===== config.mk =====
export PLATFORM = sky130hd
export DESIGN_NAME = presettable_ripple_counter
export DESIGN_NICKNAME = d
export VERILOG_FILES = /design/src/hdl/ripple_counter_pkg.sv /design/src/hdl/presettable_ripple_counter.sv
export VERILOG_INCLUDE_DIRS = /design/src /design/src/hdl
export SDC_FILE = /design/constraint.sdc
export NUM_CORES = 1
export LEC_CHECK = 0
export BUFFER_PORTS_ARGS = -buffer_cell sky130_fd_sc_hd__buf_2
export CAP_MARGIN = 20
export CORE_AREA = 2 2 39 41
export DETAILED_ROUTE_END_ITERATION = 8
export DIE_AREA = 0 0 41 43
export PLACE_DENSITY = 0.57
export RECOVER_POWER = 100
export SLEW_MARGIN = 30
export SYNTH_ARGS = -nofsm -noshare
export SYNTH_HDL_FRONTEND = slang
export SYNTH_SLANG_ARGS = --single-unit
export TNS_END_PERCENT = 20

===== constraint.sdc =====
create_clock -name clk -period 1.4 [get_ports clk]
set_input_delay 0.42 -clock clk [delete_from_list [all_inputs] [get_ports clk]]
set_output_delay 0.42 -clock clk [all_outputs]
set_load 0.05 [all_outputs]

===== src/hdl/ripple_counter_cfg.svh =====
`ifndef RIPPLE_COUNTER_CFG_SVH
`define RIPPLE_COUNTER_CFG_SVH
`define RC_ZERO 4'h0
`define RC_DECADE_MAX 3'h4
`define RC_BINARY_MAX 3'h7
`define RC_UPPER_ZERO 3'h0
`define RC_UPPER_STEP 3'h1
`endif


===== src/hdl/ripple_counter_pkg.sv =====
package ripple_counter_pkg;
  typedef struct packed {
    logic load_n;
    logic clear_n;
    logic [3:0] data;
  } ctrl_t;
endpackage : ripple_counter_pkg


===== src/hdl/presettable_ripple_counter.sv =====
`include "ripple_counter_cfg.svh"
module presettable_ripple_counter #(
  parameter bit DECADE = 1'b1
) (
  input wire logic clk,
  input wire logic rst,
  input wire logic clock1,
  input wire logic clock2,
  input wire ripple_counter_pkg::ctrl_t ctrl,
  output logic [3:0] q
);
  // ------------------------------------------------------------
  // edge detection on sampled pin clocks
  // ------------------------------------------------------------
  logic clk1_ff;
  logic clk2_ff;
  logic a_ff;
  logic [2:0] upper_ff;
  logic fall1;
  logic fall2;
  logic [2:0] top;
  logic [2:0] nxt_upper;
  logic armed_ff;

  // the first sample after reset only primes the detectors: a pin that
  // idles low (clock2 fed from a low stage output) must not count a fall
  always_ff @(posedge clk or posedge rst)
  begin
    if (rst)
      armed_ff <= 1'b0;
    else
      armed_ff <= 1'b1;
  end

  always_ff @(posedge clk or posedge rst)
  begin
    if (rst)
    begin
      clk1_ff <= 1'b1;
      clk2_ff <= 1'b1;
    end
    else
    begin
      clk1_ff <= clock1;
      clk2_ff <= clock2;
    end
  end

  // falling edges only
  // edges are only valid once the detector has seen a real pin level
  assign fall1 = armed_ff & clk1_ff & ~clock1;
  assign fall2 = armed_ff & clk2_ff & ~clock2;

  // decade upper section is divide-by-five, binary divide-by-eight
  assign top = DECADE ? `RC_DECADE_MAX : `RC_BINARY_MAX;

  // ------------------------------------------------------------
  // upper section step
  // ------------------------------------------------------------
  // an out-of-range loaded value also falls back to zero on the next step,
  // which keeps the decade section from running through dead states
  function automatic logic [2:0] upper_next(input logic [2:0] cur, input logic [2:0] lim);
    upper_next = cur + `RC_UPPER_STEP;
    if (cur >= lim)
      upper_next = `RC_UPPER_ZERO;
  endfunction : upper_next

  // upper stages wrap after final state
  always_comb
  begin
    nxt_upper = upper_next(upper_ff, top);
  end

  // ------------------------------------------------------------
  // first stage, own clock
  // ------------------------------------------------------------
  // stage a on clock1 only
  always_ff @(posedge clk or posedge rst)
  begin
    if (rst)
      a_ff <= 1'b0;
    else if (!ctrl.clear_n)
      a_ff <= 1'b0;
    else if (!ctrl.load_n)
      a_ff <= ctrl.data[0];
    else if (fall1)
      a_ff <= ~a_ff;
  end

  // ------------------------------------------------------------
  // upper three stages on clock2
  // ------------------------------------------------------------
  // second clock input, cascade via externally
  always_ff @(posedge clk or posedge rst)
  begin
    if (rst)
      upper_ff <= 3'h0;
    else if (!ctrl.clear_n)
      upper_ff <= 3'h0;
    else if (!ctrl.load_n)
      upper_ff <= ctrl.data[3:1];
    else if (fall2)
      upper_ff <= nxt_upper;
  end

  // outputs registered one cycle behind the stages so they come from a flop
  always_ff @(posedge clk or posedge rst)
  begin
    if (rst)
      q <= `RC_ZERO;
    else
      q <= {upper_ff, a_ff};
  end

  // ------------------------------------------------------------
  // assertions
  // ------------------------------------------------------------
  // clear reaches outputs
  a_clear_zero: assert property (@(posedge clk) disable iff (rst)
    !ctrl.clear_n |=> ##1 (q == `RC_ZERO))
    else $error("clear did not zero outputs");
  a_clear_first: assert property (@(posedge clk) disable iff (rst)
    (!ctrl.clear_n && fall1) |=> (a_ff == 1'b0))
    else $error("first stage toggled during clear");
  a_clear_stage: assert property (@(posedge clk) disable iff (rst)
    !ctrl.clear_n |=> (a_ff == 1'b0 && upper_ff == `RC_UPPER_ZERO))
    else $error("stages not held clear");
  a_clear_quiet: assert property (@(posedge clk) disable iff (rst)
    (!ctrl.clear_n && $past(!ctrl.clear_n) && $past(!ctrl.clear_n, 2)) |-> (q == `RC_ZERO))
    else $error("output transient during clear");
  a_load_value: assert property (@(posedge clk) disable iff (rst)
    (ctrl.clear_n && !ctrl.load_n) |=> ##1 (q == $past(ctrl.data, 2)))
    else $error("load value not transferred");
  a_q_follow: assert property (@(posedge clk) disable iff (rst)
    1'b1 |=> (q == $past({upper_ff, a_ff})))
    else $error("outputs do not follow stages");
  // first stage ignores clock during load
  a_load_blocks: assert property (@(posedge clk) disable iff (rst)
    (ctrl.clear_n && !ctrl.load_n && fall1) |=> (a_ff == $past(ctrl.data[0])))
    else $error("clock acted during load");
  // upper stages ignore clock during load
  a_load_upper: assert property (@(posedge clk) disable iff (rst)
    (ctrl.clear_n && !ctrl.load_n) |=> (upper_ff == $past(ctrl.data[3:1])))
    else $error("upper stages missed load");
  a_hold_idle: assert property (@(posedge clk) disable iff (rst)
    (ctrl.clear_n && ctrl.load_n && !fall1) |=> $stable(a_ff))
    else $error("first stage changed without clock");
  // no count on the priming sample
  a_armed_quiet: assert property (@(posedge clk) disable iff (rst)
    (ctrl.clear_n && ctrl.load_n && !armed_ff) |=> ($stable(a_ff) && $stable(upper_ff)))
    else $error("stages moved before detector primed");
  a_armed_set: assert property (@(posedge clk) disable iff (rst)
    !armed_ff |=> armed_ff)
    else $error("edge detector never primed");
  a_first_toggle: assert property (@(posedge clk) disable iff (rst)
    (ctrl.clear_n && ctrl.load_n && fall1) |=> (a_ff != $past(a_ff)))
    else $error("first stage missed falling edge");
  a_upper_step: assert property (@(posedge clk) disable iff (rst)
    (ctrl.clear_n && ctrl.load_n && fall2 && upper_ff < top) |=>
    (upper_ff == $past(upper_ff) + 3'h1))
    else $error("upper stages did not advance");
  a_upper_wrap: assert property (@(posedge clk) disable iff (rst)
    (ctrl.clear_n && ctrl.load_n && fall2 && upper_ff == top) |=> (upper_ff == 3'h0))
    else $error("upper stages did not wrap");
  // every step lands inside the sequence
  a_upper_range: assert property (@(posedge clk) disable iff (rst)
    (ctrl.clear_n && ctrl.load_n && fall2) |=> (upper_ff <= top))
    else $error("upper stages outside sequence");
  // upper stages only on second clock
  a_upper_sep: assert property (@(posedge clk) disable iff (rst)
    (ctrl.clear_n && ctrl.load_n && !fall2) |=> $stable(upper_ff))
    else $error("upper stages moved without second clock");
  // first stage only on its own clock
  a_first_sep: assert property (@(posedge clk) disable iff (rst)
    (ctrl.clear_n && ctrl.load_n && fall2 && !fall1) |=> $stable(a_ff))
    else $error("first stage moved on second clock");

  // ------------------------------------------------------------
  // coverage of the main scenarios
  // ------------------------------------------------------------
  c_load: cover property (@(posedge clk) disable iff (rst) !ctrl.load_n ##1 ctrl.load_n);
  c_clear: cover property (@(posedge clk) disable iff (rst) !ctrl.clear_n ##1 ctrl.clear_n);
  c_wrap: cover property (@(posedge clk) disable iff (rst) fall2 && upper_ff == top);
  c_toggle: cover property (@(posedge clk) disable iff (rst) fall1 && a_ff);
  c_load_count: cover property (@(posedge clk) disable iff (rst)
    !ctrl.load_n ##1 ctrl.load_n ##[1:40] fall1);
endmodule : presettable_ripple_counter


==> results_tabular.tex, run 1 <==
\begin{tabular}{lr}
\hline
Metric & Value \\
\hline
\multicolumn{2}{l}{\textbf{Outcome}} \\
Status & finished, final reports clean \\
\multicolumn{2}{l}{\textbf{Synth}} \\
Netlist area before placement & 433 µm² \\
Gate count of the mapped netlist & 34 \\
Average footprint of a synthesized cell & 12.7 µm² \\
Cell types with the largest area share after synthesis & sky130\_fd\_sc\_hd\_\_dfrtp\_1 52\%, sky130\_fd\_sc\_hd\_\_dfstp\_2 12\%, sky130\_fd\_sc\_hd\_\_ha\_1 5.8\% \\
Portion of synthesized cell area occupied by the leading cell type & 52.0\% \\
Yosys Warn Count & 0 \\
Number of nets in the synthesized netlist & 46 \\
Number of distinct library cell variants in the gate-level netlist after synthesis & 14 \\
Proportion of synthesized chip area in sequential cells & 64.2\% \\
Number of synthesized register bits & 11 \\
Cell type contributing the most total cell area after synthesis & sky130\_fd\_sc\_hd\_\_dfrtp\_1 \\
\multicolumn{2}{l}{\textbf{GRT}} \\
Maximum number of pins on one net before global-route repair & 12 \\
Total global-route track usage & 10.5\% \\
Via count of the first global-routing pass & 266 \\
First-pass GRT wire length & about 1100 µm \\
Number of antenna violations at the first check in global routing & 0 \\
Congestion Overflow GR & 0 \\
\multicolumn{2}{l}{\textbf{Clock network}} \\
Number of H-tree branching levels & 1 \\
Number of clock buffers inserted by TritonCTS & 3 \\
Clock tree root buffer cell & sky130\_fd\_sc\_hd\_\_clkbuf\_4 \\
Insertion delay to the later sink of the worst-skew pair & 270 ps \\
CTS tree & done \\
Sink Count & 11 \\
Clock-pin transition on the worst setup and hold timing paths & approximately 70 ps \\
Number of buffers between clock root and the deepest sink & 2 \\
Gates resized, CTS repair & 0 \\
\multicolumn{2}{l}{\textbf{Worst setup path}} \\
Critical path data required time & 1590 ps \\
Highest-delay cell along the critical path & sky130\_fd\_sc\_hd\_\_dfrtp\_1 \\
Bufs and invs on worst path & 1 \\
Cell class contributing the biggest share of worst-path delay & flip-flops \\
Sequence of cells on the critical path & inv\_1, ha\_1, or3b\_1, a31oi\_1 \\
Critical Path Start Type & flip-flop \\
Setup CP Type & reg2reg \\
Slowest Stage Delay on Critical Path & 380 ps \\
Max Fanout on Critical Path & 4 \\
Endpoint arrival time on the critical path & roughly 1500 ps \\
Critical Path End Type & flip-flop \\
\multicolumn{2}{l}{\textbf{Pwr}} \\
PD cells & 1200 nW/µm² \\
Worst supply voltage drop on vdd & between 0.0004 and 0.0005 V \\
Leak pwr & around 0.27 nW \\
Net switching share of the total power & 26.4\% \\
Combinational group share of total power & a little over an eighth \\
Fraction of power consumed by the clock network & approximately a third \\
Power consumption & 0.654 mW \\
Net Sw Power & $\sim$0.17 mW \\
Sequential share of power & 53.7\% \\
Internal Power & 0.481 mW \\
\multicolumn{2}{l}{\textbf{Route}} \\
Antenna-violating nets left & 0 \\
Met2 layer wire length in the routed design & 289 µm \\
Number of DRC markers after the initial detailed-route iteration & 0 \\
Per-cell via count in the routed design & 4.54 \\
Final wirelength & roughly 700 µm \\
Via total after detailed routing & 313 \\
Total DRC errors in the routed layout & 0 \\
Met1 layer wirelength in the final routing & 346 µm \\
Number of detailed-route iterations in the first pass & 1 \\
Sum of met3 wire segment lengths after detailed routing & 34 µm \\
Uppermost metal layer occupied by signal nets & met4 \\
Drt wl/cell & 10.4 µm \\
\multicolumn{2}{l}{\textbf{Timing}} \\
Fin Clk Skew & 2.41 ps \\
Unrepaired setup endpoints after global routing & no \\
Accumulated negative setup slack & 0 ps \\
Peak clock frequency supported by timing & between 0.7 and 0.8 GHz \\
Clock period minus worst slack & 1290 ps \\
Worst setup slack after layout & 109 ps \\
Final slew viol count & 0 \\
Final clock period utilization by the worst path & 92.2\% \\
Endpoints failing hold & 0 \\
Setup violators final & 0 \\
\multicolumn{2}{l}{\textbf{Cells and area}} \\
Register cell area after layout & $\sim$280 µm² \\
Multi-input logic area & around 130 µm² \\
Layout cell share with drive strength beyond 1 & 35.8\% \\
Most frequent cells in the layout & 9 x sky130\_fd\_sc\_hd\_\_dfrtp\_1, 9 x sky130\_fd\_sc\_hd\_\_buf\_2, 4 x sky130\_fd\_sc\_hd\_\_o21ai\_0, 4 x sky130\_fd\_sc\_hd\_\_clkbuf\_4, 4 x sky130\_fd\_sc\_hd\_\_clkbuf\_2 \\
Number of inserted filler cells in the final layout & 138 \\
Number of diodes added for antenna fixing & 0 \\
Net count, final & 66 \\
Layout-stage area growth over the synthesis result & 26.3\% \\
\multicolumn{2}{l}{\textbf{Floorplanning}} \\
X dimension of the die & 41 µm \\
I/O pin count & 14 \\
Full die area & roughly 1800 µm² \\
Die Y & roughly 43 µm \\
Std cell rows & 14 \\
Total core area & roughly 1400 µm² \\
Starting Density & a little under a third \\
\multicolumn{2}{l}{\textbf{Run}} \\
Maximum Capacitance Violations & 0 \\
\multicolumn{2}{l}{\textbf{Worst hold path}} \\
HP Class & in2async \\
\multicolumn{2}{l}{\textbf{Placement}} \\
Final RePlAce weighted congestion & about 0.8 \\
Place WS & 68.6 ps \\
Port Buffers & 13 \\
DP HPWL & 535 µm \\
\hline
\end{tabular}
[layer usage]
| layer | vias up | global-route usage [%] |
|---|---|---|
| li1 | 150 | - |
| met4 | 0 | 14.0 |
| met2 | 15 | 11.3 |
| met5 | - | 0 |
| met1 | 144 | 13.4 |
| met3 | 4 | 3.14 |
[synthesized netlist by cell type]
library cell,n
sky130_fd_sc_hd__conb_1,1
sky130_fd_sc_hd__or3b_1,2
sky130_fd_sc_hd__dfrtp_1,9
sky130_fd_sc_hd__ha_1,2
sky130_fd_sc_hd__nand3b_1,1
sky130_fd_sc_hd__nand3b_4,1
sky130_fd_sc_hd__nand2_1,3
sky130_fd_sc_hd__dfstp_2,2
sky130_fd_sc_hd__a31oi_1,3
sky130_fd_sc_hd__o21ai_0,4
sky130_fd_sc_hd__or3_1,1
sky130_fd_sc_hd__inv_1,3
sky130_fd_sc_hd__a21oi_1,1
sky130_fd_sc_hd__xor2_1,1
[path summary, 6_finish.rpt]
check / from / end / slack, ps / depth (start not counted)
worst max-delay path: upper_ff[0] / upper_ff[1] / 110 / 4
worst min-delay path: rst / upper_ff[2] / 120 / 2
worst max register to register: upper_ff[0] / upper_ff[1] / 110 / 4
worst min register to register: a_ff / q[0] / 400 / 0
max in group asynchronous: rst / clk1_ff / 950 / 2
min in group clk: clock1 / clk1_ff / 260 / 1
[area by class of cell]
class	count	area share, %
timing repair buffer	15	14.6
multi-input combinational	20	24.0
tap	16	3.66
inverter	3	2.06
clock buffer	4	4.81
sequential	11	50.8
[per-stage QoR]
stage | std cells | hold WS (ps) | util (%) | area [µm²]
6_report | 69 | 125 | 39.5 | 547
5_1_grt | 69 | 154 | 39.5 | 547
4_1_cts | 67 | 139 | 39.3 | 544
3_5_place_dp | 63 | 386 | 37.4 | 518
3_3_place_gp | 63 | 377 | 37.4 | 518
2_1_floorplan | 34 | 271 | - | 433
[cells by family after synthesis]
family / count (synthesis) / synth area share [%]
AND/OR/NAND/NOR: 8 / 14.5
buffers and inverters: 3 / 2.60
AO/OA/AOI/OAI: 8 / 10.1
adder cells (fa/ha/maj): 2 / 5.78
XOR/XNOR: 1 / 2.02
flip-flops: 11 / 64.2
other: 1 / 0.866
[sequential cells by signal, indices dropped and copies added (netlist names)]
signal    cells
q             4
clk1_ff       1
armed_ff      1
upper_ff      3
a_ff          1
clk2_ff       1
[what timing repair did]
| item | 4_1_cts | 5_1_grt |
|---|---|---|
| endpoints found under the setup margin | 0 | 1 |
| hold buffers | 0 | 0 |
| buffers inserted | 0 | 2 |
[power groups by stage]
| stage | sequential, mW | clock (mW) | combinational (mW) |
|---|---|---|---|
| CTS | 0.354 | 0.219 | 0.0861 |
| finish | 0.351 | 0.214 | 0.0884 |
| floorplan | 0.387 | 0 | 0.0259 |
| global placement | 0.359 | 0 | 0.0850 |
| global route | 0.355 | 0.246 | 0.0986 |
| detailed placement | 0.360 | 0 | 0.0858 |
Power figures use the tool's default switching activity.
==> run 2: changes to the inputs <==
==> constraint.sdc (replaced) <==
create_clock -name clk -period 1.29 [get_ports clk]
set_input_delay 0.387 -clock clk [delete_from_list [all_inputs] [get_ports clk]]
set_output_delay 0.387 -clock clk [all_outputs]
set_load 0.05 [all_outputs]
==> results_tabular.tex, run 2 (synthesis results as in run 1) <==
\begin{tabular}{lr}
\hline
Metric & Value \\
\hline
\multicolumn{2}{l}{\textbf{Worst setup path}} \\
Critical path data required time & between 1000 and 1500 ps \\
Endpoint arrival time on the critical path & between 1000 and 1500 ps \\
Critical Path Start Type & flip-flop \\
Critical Path End Type & flip-flop \\
Max Fanout on Critical Path & 3 \\
R2R depth & 4 \\
Setup CP Type & reg2reg \\
\multicolumn{2}{l}{\textbf{Pwr}} \\
PD cells & 1280 nW/µm² \\
Leak pwr & 0.286 nW \\
Power consumption & 0.713 mW \\
Worst supply voltage drop on vdd & 0.000425 V \\
\multicolumn{2}{l}{\textbf{Floorplanning}} \\
I/O pin count & 14 \\
Total core area & $\sim$1400 µm² \\
Starting Density & 31.3\% \\
Full die area & 1760 µm² \\
Std cell rows & 14 \\
Die Y & about 43 µm \\
X dimension of the die & 41 µm \\
\multicolumn{2}{l}{\textbf{Timing}} \\
Peak clock frequency supported by timing & approximately 0.78 GHz \\
Unrepaired setup endpoints after global routing & yes \\
Clock period minus worst slack & 1290 ps \\
Worst setup slack after layout & approximately 0.3 ps \\
Final clock period utilization by the worst path & 100\% \\
Final slew viol count & 0 \\
Endpoints failing hold & 0 \\
Accumulated negative setup slack & 0 ps \\
Fin Clk Skew & $\sim$1.5 ps \\
Setup violators final & 0 \\
\multicolumn{2}{l}{\textbf{GRT}} \\
Maximum number of pins on one net before global-route repair & 12 \\
Congestion Overflow GR & 0 \\
First-pass GRT wire length & 1220 µm \\
Total global-route track usage & 11.0\% \\
Number of antenna violations at the first check in global routing & 0 \\
Via count of the first global-routing pass & 300 \\
\multicolumn{2}{l}{\textbf{Route}} \\
Drt wl/cell & 10.6 µm \\
Antenna-violating nets left & 0 \\
Per-cell via count in the routed design & between 4 and 5 \\
Final wirelength & around 730 µm \\
Number of detailed-route iterations in the first pass & 2 \\
Total DRC errors in the routed layout & 0 \\
Number of DRC markers after the initial detailed-route iteration & 3 \\
Via total after detailed routing & 306 \\
\multicolumn{2}{l}{\textbf{Clock network}} \\
Number of H-tree branching levels & 1 \\
Number of clock buffers inserted by TritonCTS & 3 \\
Sink Count & 11 \\
Gates resized, CTS repair & 0 \\
Clock tree root buffer cell & sky130\_fd\_sc\_hd\_\_clkbuf\_4 \\
Insertion delay to the later sink of the worst-skew pair & approximately 260 ps \\
Clock-pin transition on the worst setup and hold timing paths & about 70 ps \\
CTS tree & done \\
Number of buffers between clock root and the deepest sink & 2 \\
Number of buffers inserted for hold repair after clock tree synthesis & 0 \\
Post CTS Setup Buffer Count & 0 \\
\multicolumn{2}{l}{\textbf{Cells and area}} \\
Net count, final & 66 \\
Most flop-heavy register & q \\
Number of diodes added for antenna fixing & 0 \\
Share of the core filled with cells in the final layout & 40.4\% \\
Flip-flop count of the largest register after layout & 4 \\
Most frequent cells in the layout & 12 x sky130\_fd\_sc\_hd\_\_buf\_2, 9 x sky130\_fd\_sc\_hd\_\_dfrtp\_1, 4 x sky130\_fd\_sc\_hd\_\_o21ai\_0 \\
Layout cell share with drive strength beyond 1 & 37.7\% \\
Leading cell type in the layout, fill and taps excluded & sky130\_fd\_sc\_hd\_\_buf\_2 \\
Final cell count without fillers & a little under 70 \\
Layout-stage area growth over the synthesis result & 29.2\% \\
Registers with the most flip-flops & q (4), upper\_ff (3) \\
\multicolumn{2}{l}{\textbf{Placement}} \\
Final RePlAce weighted congestion & roughly 0.85 \\
Placed Cells & between 60 and 70 \\
Port Buffers & 13 \\
Place WS & -6.71 ps \\
\multicolumn{2}{l}{\textbf{Outcome}} \\
Status & finished, final reports clean \\
\multicolumn{2}{l}{\textbf{Run}} \\
Maximum Capacitance Violations & 0 \\
\multicolumn{2}{l}{\textbf{Worst hold path}} \\
HP Class & in2async \\
\hline
\end{tabular}
[run 2: final timing paths]
kind                            slack (ps)     endpoint   startpoint
max in group asynchronous              880      clk1_ff          rst
min in group clk                       220      clk1_ff       clock1
worst max-delay path                   0.3  upper_ff[1]  upper_ff[0]
worst max register to register         0.3  upper_ff[1]  upper_ff[0]
worst min register to register         400         q[0]         a_ff
worst min-delay path                    90         q[3]          rst
[run 2: critical path: stages, from the launching register on]
cell                      delay [ps]
sky130_fd_sc_hd__dfrtp_1         370
sky130_fd_sc_hd__inv_1            50
sky130_fd_sc_hd__ha_1            270
sky130_fd_sc_hd__or3b_1          350
sky130_fd_sc_hd__a31oi_1         170
[run 2: metrics by stage]
stage,cell area (µm²),hold WS [ps]
floorplan,433,238
global placement,533,379
detailed placement,533,392
CTS,559,97.7
global route,559,113
finish,559,92.2
[run 2: area by class of cell]
class	instances	area, µm²
repair buffers	15	80.1
fillers	141	825
clock buffers	4	26.3
multi-input cells	20	144
well taps	16	20.0
inverters	3	11.3
flip-flops and latches	11	278
[run 2: layer usage]
layer,part of all wire [%],GRT usage (%),up-vias
met2,45,15.0,15
li1,-,-,152
met3,6.2,3.14,2
met1,47,14.2,137
met5,0,0,-
met4,1.9,8.00,0
[run 2: report_power, final]
| group | leakage [nW] | total, mW | switching, mW | internal [mW] |
|---|---|---|---|---|
| registers | 0.136 | 0.381 | 0.0116 | 0.369 |
| logic | 0.135 | 0.102 | 0.0657 | 0.0359 |
| clock network | 0.0150 | 0.231 | 0.111 | 0.120 |
| total | 0.286 | 0.713 | 0.189 | 0.525 |
